--- src/common/pao_regs.svh ---
/*
  Constants for the pipelined converter output port: word width, pipeline depth, code points, recovery time.
  Assumes the including file runs at 40 MHz on clk_sys.
*/
`ifndef PAO_REGS_SVH
`define PAO_REGS_SVH
`define PAO_WORD_W 12
`define PAO_PIPE_DEPTH 6
`define PAO_CODE_MIN 12'h000
`define PAO_CODE_MID 12'h800
`define PAO_CODE_MAX 12'hfff
`define PAO_CLK_PERIOD_NS 25
`define PAO_RECOVER_NS 500
`define PAO_RECOVER_CYC ((`PAO_RECOVER_NS + `PAO_CLK_PERIOD_NS - 1) / `PAO_CLK_PERIOD_NS)
`endif

--- src/common/pao_pkg.sv ---
/*
  Types for the pipelined converter output port.
  Assumes pao_regs.svh is available on the include path.
*/
`include "pao_regs.svh"
package pao_pkg;
  typedef logic [`PAO_WORD_W-1:0] pao_word_t;
  typedef logic signed [`PAO_WORD_W+1:0] pao_diff_t;
  typedef enum logic [1:0] {
    PAO_RUN,
    PAO_SLEEP,
    PAO_WAKE
  } pao_mode_e;
endpackage : pao_pkg

--- src/pao_delay_line.sv ---
/*
  Fixed-depth word delay line; every stage advances each clock.
  Assumes a synchronous active-high flush that zeroes all stages.
*/
`timescale 1ns/10ps
module pao_delay_line #(
  parameter int WIDTH = 12,
  parameter int DEPTH = 6
) (
  input wire logic clk_sys,
  input wire logic reset,
  input wire logic flush,
  input wire logic [WIDTH-1:0] din,
  output logic [WIDTH-1:0] dout
);
  typedef struct packed {
    logic [DEPTH-1:0][WIDTH-1:0] stage;
  } pao_dl_s;
  pao_dl_s st_q;
  pao_dl_s st_d;

  // Shift every stage by one each cycle
  always_comb begin
    st_d = st_q;
    st_d.stage[0] = din;
    for (int i = 1; i < DEPTH; i++) begin
      st_d.stage[i] = st_q.stage[i-1];
    end
    if (flush) begin
      st_d = '0;
    end
  end

  // Register the line
  always_ff @(posedge clk_sys) begin
    if (reset) begin
      st_q <= '0;
    end else begin
      st_q <= st_d;
    end
  end

  assign dout = st_q.stage[DEPTH-1];
endmodule : pao_delay_line

--- src/pao_output_port.sv ---
/*
  Digital side of a 12-bit pipelined converter: code mapping, clipping, six-stage latency, sleep and output drive.
  Assumes the sampled input arrives as two signed words on clk_sys; enable pins come from outside and are synchronised.
*/
// Notes on behaviour
// RULE1 - Each rising edge takes a new sample
// RULE2 - Word appears six clocks after its sample
// RULE3 - One new word every clock cycle
// RULE4 - Twelve-bit word from positive minus negative input
// RULE5 - Sleep request high means reduced-power state
// RULE6 - Partner supplies clock, 100 kHz to 15 MHz; the constants and the bench use 40 MHz
// RULE7 - Partner never stops clock below 100 ksps
// RULE8 - Partner drives clock near 50 percent duty
// RULE9 - Drive enable high floats data pins
// RULE10 - Pipeline keeps running whatever drive enable does
// RULE11 - Partner avoids sharing bus through drive enable
// RULE12 - Differential table: zero, midscale, full scale
// RULE13 - Single-ended: quarter and three-quarter scale points
// RULE14 - Overrange saturates at min or max code
// RULE15 - Sleep makes outputs undefined, pipeline lost
// RULE16 - Partner trusts word only when both pins low
// RULE17 - Partner waits about 500 ns after sleep
// RULE18 - Partner discards six words after wake
`timescale 1ns/10ps
`include "pao_regs.svh"
module pao_output_port #(
  parameter int WIDTH = `PAO_WORD_W,
  parameter int DEPTH = `PAO_PIPE_DEPTH,
  parameter int RECOVER_CYC = `PAO_RECOVER_CYC
) (
  input wire logic clk_sys,
  input wire logic reset,
  input wire logic signed [WIDTH-1:0] vin_pos,
  input wire logic signed [WIDTH-1:0] vin_neg,
  input wire logic sleep_request,
  input wire logic drive_enable_n,
  output logic [WIDTH-1:0] data_out,
  output logic data_oe,
  output logic low_power,
  output logic settling
);
  localparam int CW = $clog2(RECOVER_CYC + 1);
  localparam logic signed [WIDTH+1:0] HALF = (WIDTH+2)'(1 <<< (WIDTH-1));
  localparam logic signed [WIDTH+1:0] TOP = (WIDTH+2)'((1 <<< WIDTH) - 1);

  typedef struct packed {
    logic [1:0] slp_sync;
    logic [1:0] oe_sync;
    logic [WIDTH-1:0] sample;
    pao_pkg::pao_mode_e mode;
    logic [CW-1:0] rec_cnt;
  } pao_st_s;
  pao_st_s st_q;
  pao_st_s st_d;

  logic signed [WIDTH+1:0] diff;
  logic signed [WIDTH+1:0] code;
  logic [WIDTH-1:0] pipe_out;
  logic asleep;

  // Offset-binary mapping with clipping; input LSB equals one output code
  always_comb begin
    diff = (WIDTH+2)'(vin_pos) - (WIDTH+2)'(vin_neg); // see RULE4
    code = diff + HALF; // see RULE12 see RULE13
    if (code < 0) begin
      code = '0; // see RULE14
    end else if (code > TOP) begin
      code = TOP; // see RULE14
    end
  end

  assign asleep = (st_q.mode == pao_pkg::PAO_SLEEP);

  // Sampling, pin synchronisers and sleep sequencing
  always_comb begin
    st_d = st_q;
    st_d.slp_sync = {st_q.slp_sync[0], sleep_request};
    st_d.oe_sync = {st_q.oe_sync[0], drive_enable_n};
    st_d.sample = code[WIDTH-1:0]; // see RULE1 see RULE3
    case (st_q.mode)
      pao_pkg::PAO_RUN: begin
        if (st_q.slp_sync[1]) begin
          st_d.mode = pao_pkg::PAO_SLEEP; // see RULE5
        end
      end
      pao_pkg::PAO_SLEEP: begin
        st_d.sample = '0; // see RULE15
        if (!st_q.slp_sync[1]) begin
          st_d.mode = pao_pkg::PAO_WAKE;
          st_d.rec_cnt = CW'(RECOVER_CYC);
        end
      end
      pao_pkg::PAO_WAKE: begin
        if (st_q.slp_sync[1]) begin
          st_d.mode = pao_pkg::PAO_SLEEP;
        end else if (st_q.rec_cnt == '0) begin
          st_d.mode = pao_pkg::PAO_RUN; // see RULE17
        end else begin
          st_d.rec_cnt = st_q.rec_cnt - CW'(1);
        end
      end
      default: begin
        st_d.mode = pao_pkg::PAO_RUN;
      end
    endcase
  end

  // State register
  always_ff @(posedge clk_sys) begin
    if (reset) begin
      st_q <= '0;
      st_q.mode <= pao_pkg::PAO_RUN;
    end else begin
      st_q <= st_d;
    end
  end

  // Six stages after the sample register: word shows six clocks after capture
  pao_delay_line #(
    .WIDTH(WIDTH),
    .DEPTH(DEPTH)
  ) u_pipe (
    .clk_sys(clk_sys),
    .reset(reset),
    .flush(asleep), // see RULE15
    .din(st_q.sample),
    .dout(pipe_out)
  );

  // Data pins follow the pipeline regardless of drive enable
  assign data_out = pipe_out; // see RULE2 see RULE10
  assign data_oe = ~st_q.oe_sync[1]; // see RULE9
  assign low_power = asleep;
  assign settling = (st_q.mode == pao_pkg::PAO_WAKE);
endmodule : pao_output_port

--- config.mk ---
export PLATFORM = sky130hd
export DESIGN_NAME = pao_output_port
export DESIGN_NICKNAME = d
export VERILOG_FILES = /design/src/common/pao_pkg.sv /design/src/pao_delay_line.sv /design/src/pao_output_port.sv
export VERILOG_INCLUDE_DIRS = /design/src /design/src/common
export SDC_FILE = /design/constraint.sdc
export NUM_CORES = 1
export LEC_CHECK = 0
export BUFFER_PORTS_ARGS = -buffer_cell sky130_fd_sc_hd__buf_2
export CORE_UTILIZATION = 55
export CTS_CLUSTER_SIZE = 8
export DETAILED_ROUTE_END_ITERATION = 12
export PLACE_DENSITY = 0.76
export SKIP_CTS_REPAIR_TIMING = 1
export SYNTH_ARGS = -nofsm -noshare
export SYNTH_HDL_FRONTEND = slang
export SYNTH_SLANG_ARGS = --single-unit
--- constraint.sdc ---
create_clock -name clk_sys -period 2.95 [get_ports clk_sys]
set_input_delay 0.1475 -clock clk_sys [delete_from_list [all_inputs] [get_ports clk_sys]]
set_output_delay 0.1475 -clock clk_sys [all_outputs]
set_load 0.03 [all_outputs]
==> out/results.env <==
OUTCOME='completed'
DOMINANT_COMBINATIONAL_CELL_FAMILY_BY_AREA_AFTER_SYNTHESIS='simple AND/OR/NAND/NOR gates'
WORST_SLEW_MARGIN_PCT=63.7
CRITPATHARRIVALTIME_NS=2.49
MET2ROUTEDLENGTH_UM=2020
WORSTMARGINPINSLEW_NS=0.533
PLACE.PORT_BUFFERS=42
PEAKVDDDROP_V=0.000416
POSTSYNTHAREAPERCELL_UM2=10.8
POWER.STATIC_LEAKAGE_uW=0.00181
CRIT_REQUIRED_NS=3.16
DIE_H_UM=83.2
GLOBAL_ROUTE.OVERFLOW_TOTAL=0
CLOCK_SINKS=95
DR.PASS1.ITERS=4
POST_SYNTH_FA_HA_MAJ_AREA_FRACTION_PCT=9.52
DETAIL_ROUTE.ITER0.VIOLATIONS=62
WHS_ENDPOINT='st_d[20]$_SDFF_PP0_'
WL_UM=4190
GRT_MAX_DEGREE=73
YOSYS.AREA_SHARE.XOR_XNOR_PCT=3.10
CLOCK-SKEW-FINAL_NS=0.00889
CORE_AREA_UM2=6350
EDFF_COUNT_SYNTH=0
SYNTH.CELLS.MOST_FREQUENT='95 x dfxtp_1, 75 x and2_1, 26 x ha_1'
REGAREA_UM2=1900
SETUP-VIOLATIONS-FINAL=0
DOMINANTREGCELLSYNTH='dfxtp_1'
POST_SYNTH_MUX_AREA_SHARE_PCT=0.621
CLK_LATENCY_NS=0.34
TRITONCTS='yes'
ROUTED_WIRE_LENGTH_PER_INSTANCE_UM=9.32
WORST_SETUP_PATH_STARTPOINT='vin_pos[1]'
CRITPATHLAUNCHTYPE='input pin'
SYNTH_CELL_TYPES=39
YOSYS_WARNINGS=0
LAYOUT_MIN_CYCLE_TIME_NS=2.28
M1WIRELENGTH_UM=1940
FIN_WS_NS=0.667
SYNTH_AREA_LEADERS='dfxtp_1 52%, and2_1 13%, ha_1 9.0%'
TIMING.REG2REG.WORST_PATH_DEPTH=7
MET3ROUTEDLENGTH_UM=156
SYNTHESIZED_AREA_FRACTION_OCCUPIED_BY_AO_OA_AOI_AND_OAI_CELLS_PCT=10.2
END_KIND='register'
POST-SYNTH-TOP-AREA-CELL='dfxtp_1'
NUMCTSBUFFERS=9
FILLERS=505
TIMING.REG2REG.SETUP_SLACK_NS=1.21
FIN_CRIT_SH_PCT=77.4
POST_DETAILED_PLACEMENT_HALF_PERIMETER_WIRELENGTH_UM=2950
REPORT.POWER.TOTAL_uW=2370
WORSTHOLDSTART='drive_enable_n'
GLOBAL_ROUTE_WIRE_LENGTH_BEFORE_REPAIR_UM=7610
MAXCLOCKFREQUENCY_GHz=0.438
CLKSLEWWORSTSETUPHOLDPATHS_NS=0.09
INITIAL_UTILIZATION_PCT=57.1
NETLIST_AREA_UM2=3630
SYNTH-ASYNC-RESET-RATIO_PCT=0
ROUTABILITY_CONGESTION_ESTIMATE_FROM_GLOBAL_PLACEMENT=0.754
CTS.ROOT.BUFFER_CELL='clkbuf_8'
DRV.MAX_CAP_VIOLATION_COUNT=0
I_O_PIN_COUNT=43
POST_SYNTHESIS_NET_COUNT=392
CRIT-REG2REG-LAUNCH='st_q[0]$_SDFFE_PP0P_'
GRT_ANTENNA_BEFORE_REPAIR=0
DESIGN.DIE.AREA_UM2=6920
FINAL.HOLD.WORST_SLACK_NS=0.0200
FINAL_NETS=423
POST_ROUTE_CELLS_DRIVE_ABOVE_1_SHARE_PCT=21.7
GRT_USAGE_PCT=13.5
FIRST_GLOBAL_VIAS=1912
FINALHOLDVIOLCOUNT=0
AVG_VIAS_PER_CELL=4.68
SLEW_VIOLATIONS=0
CP_MAX_FO=12
R2R_END='st_q[3]$_SDFFE_PP0P_'
PLACED_CELL_AREA_UM2=3800
DIE_W_UM=83.2
TOP_LAYER_USED='met4'
SYNTH.FF_LATCH_COUNT=95
DRC=0
HOLDPATHSTAGES=2
FLOORPLAN.ROWS=29
CLOCK_TREE.BUFFER_DEPTH=2
ANTENNA_CELLS_INSERTED=0
GRT_SETUP_UNREPAIRED='false'
WORSTSETUPPATHTYPE='in -> reg'
AREAGROWTHSYNTHTOFINISH_PCT=9.59
POST_SYNTH_AND_OR_NAND_NOR_AREA_FRACTION_PCT=17.4
YOSYSSEQAREASHARE_PCT=52.4
MULTI_INPUT_AREA_UM2=1490
SETUP-TNS-FINAL_NS=0
MIN-DELAY-PATH-CLASS='in -> reg'
DRTANTENNAVIOLNETS=0
POST_PLACE_WORST_SLACK_NS=0.291
SYN-INSTANCE-COUNT=337
POWER_DENSITY_nW_PER_UM2=597
ROUTE.VIAS.TOTAL=2105
HTREEDEPTH=3
SHARE_OF_THE_SYNTHESIZED_AREA_IN_THE_TOP_CELL_TYPE_PCT=52.4
FINAL_DESIGN_AREA_NO_FILL_UM2=3980
YOSYS.CELL_COUNT.TOP_TYPE='dfxtp_1'
[placed cells by master, fill, tap and decap left out, drive strengths merged, types with 2 or more instances in the layout]
cell type,n
clkinv,3
a211oi,2
a21oi,28
nor3,4
and2,75
a21o,4
o211ai,4
nor2b,5
clkbuf,10
o21ai,3
xnor2,4
dfxtp,95
nand2,4
inv,27
nor2,9
xor2,8
ha,26
buf,44
nand2b,3
[power by group]
part / switching [uW] / total, uW / internal [uW]
registers: 9.93 / 1340 / 1330
logic: 168 / 299 / 131
clock network: 418 / 729 / 311
total: 596 / 2370 / 1770
[flip-flops by register name (all words and copies together) (netlist names)]
signal / cells
st_q: 21
u_pipe.st_q: 60
st_d: 2
u_pipe.dout: 12
[metal layers]
layer	GRT usage (%)	up-vias
met1	15.0	926
li1	-	1132
met2	23.4	42
met3	3.58	5
met4	7.05	0
met5	0	-
[final cells by class]
cell class	count	area share, %
sequential	95	47.8
inverter	25	2.36
tap	77	2.42
timing repair buffer	44	5.67
clock buffer	10	3.21
multi-input combinational	193	37.4
clock inverter	6	1.10
[per-stage QoR]
step                utilization (%)  std cells
CTS                            62.6        450
floorplan                         -        337
global route                   62.6        450
detailed placement             59.9        434
finish                         62.6        450
global placement               59.9        434
[worst max path at each step]
stage | endpoint | slack, ns | cells past startpoint
after global placement | st_q[7]$_SDFF_PP0_ | 0.36 | 11
after CTS | st_q[7]$_SDFF_PP0_ | 0.67 | 11
after global routing | st_q[7]$_SDFF_PP0_ | 0.48 | 12
after detailed placement | st_q[7]$_SDFF_PP0_ | 0.29 | 11
final | st_q[7]$_SDFF_PP0_ | 0.67 | 11
after floorplan | st_q[8]$_SDFF_PP0_ | 0.66 | 12
[cells by family after synthesis]
logic type	after synthesis
buffers and inverters	49
muxes	1
adders and majority gates	27
xor gates and xnor gates	12
and+or+nand+nor	106
AOI/OAI and AO/OA	47
DFF	95
[worst max-delay path, cell delays in order]
cell and delay (ns):
buf_2 0.10, ha_1 0.27, ha_1 0.19, inv_1 0.06, fa_1 0.38, nand2b_1 0.19
a21oi_2 0.21, o211ai_4 0.13, o221a_4 0.27, mux2i_4 0.46, a21oi_1 0.08
No activity file was read; power rests on OpenSTA's default activity.
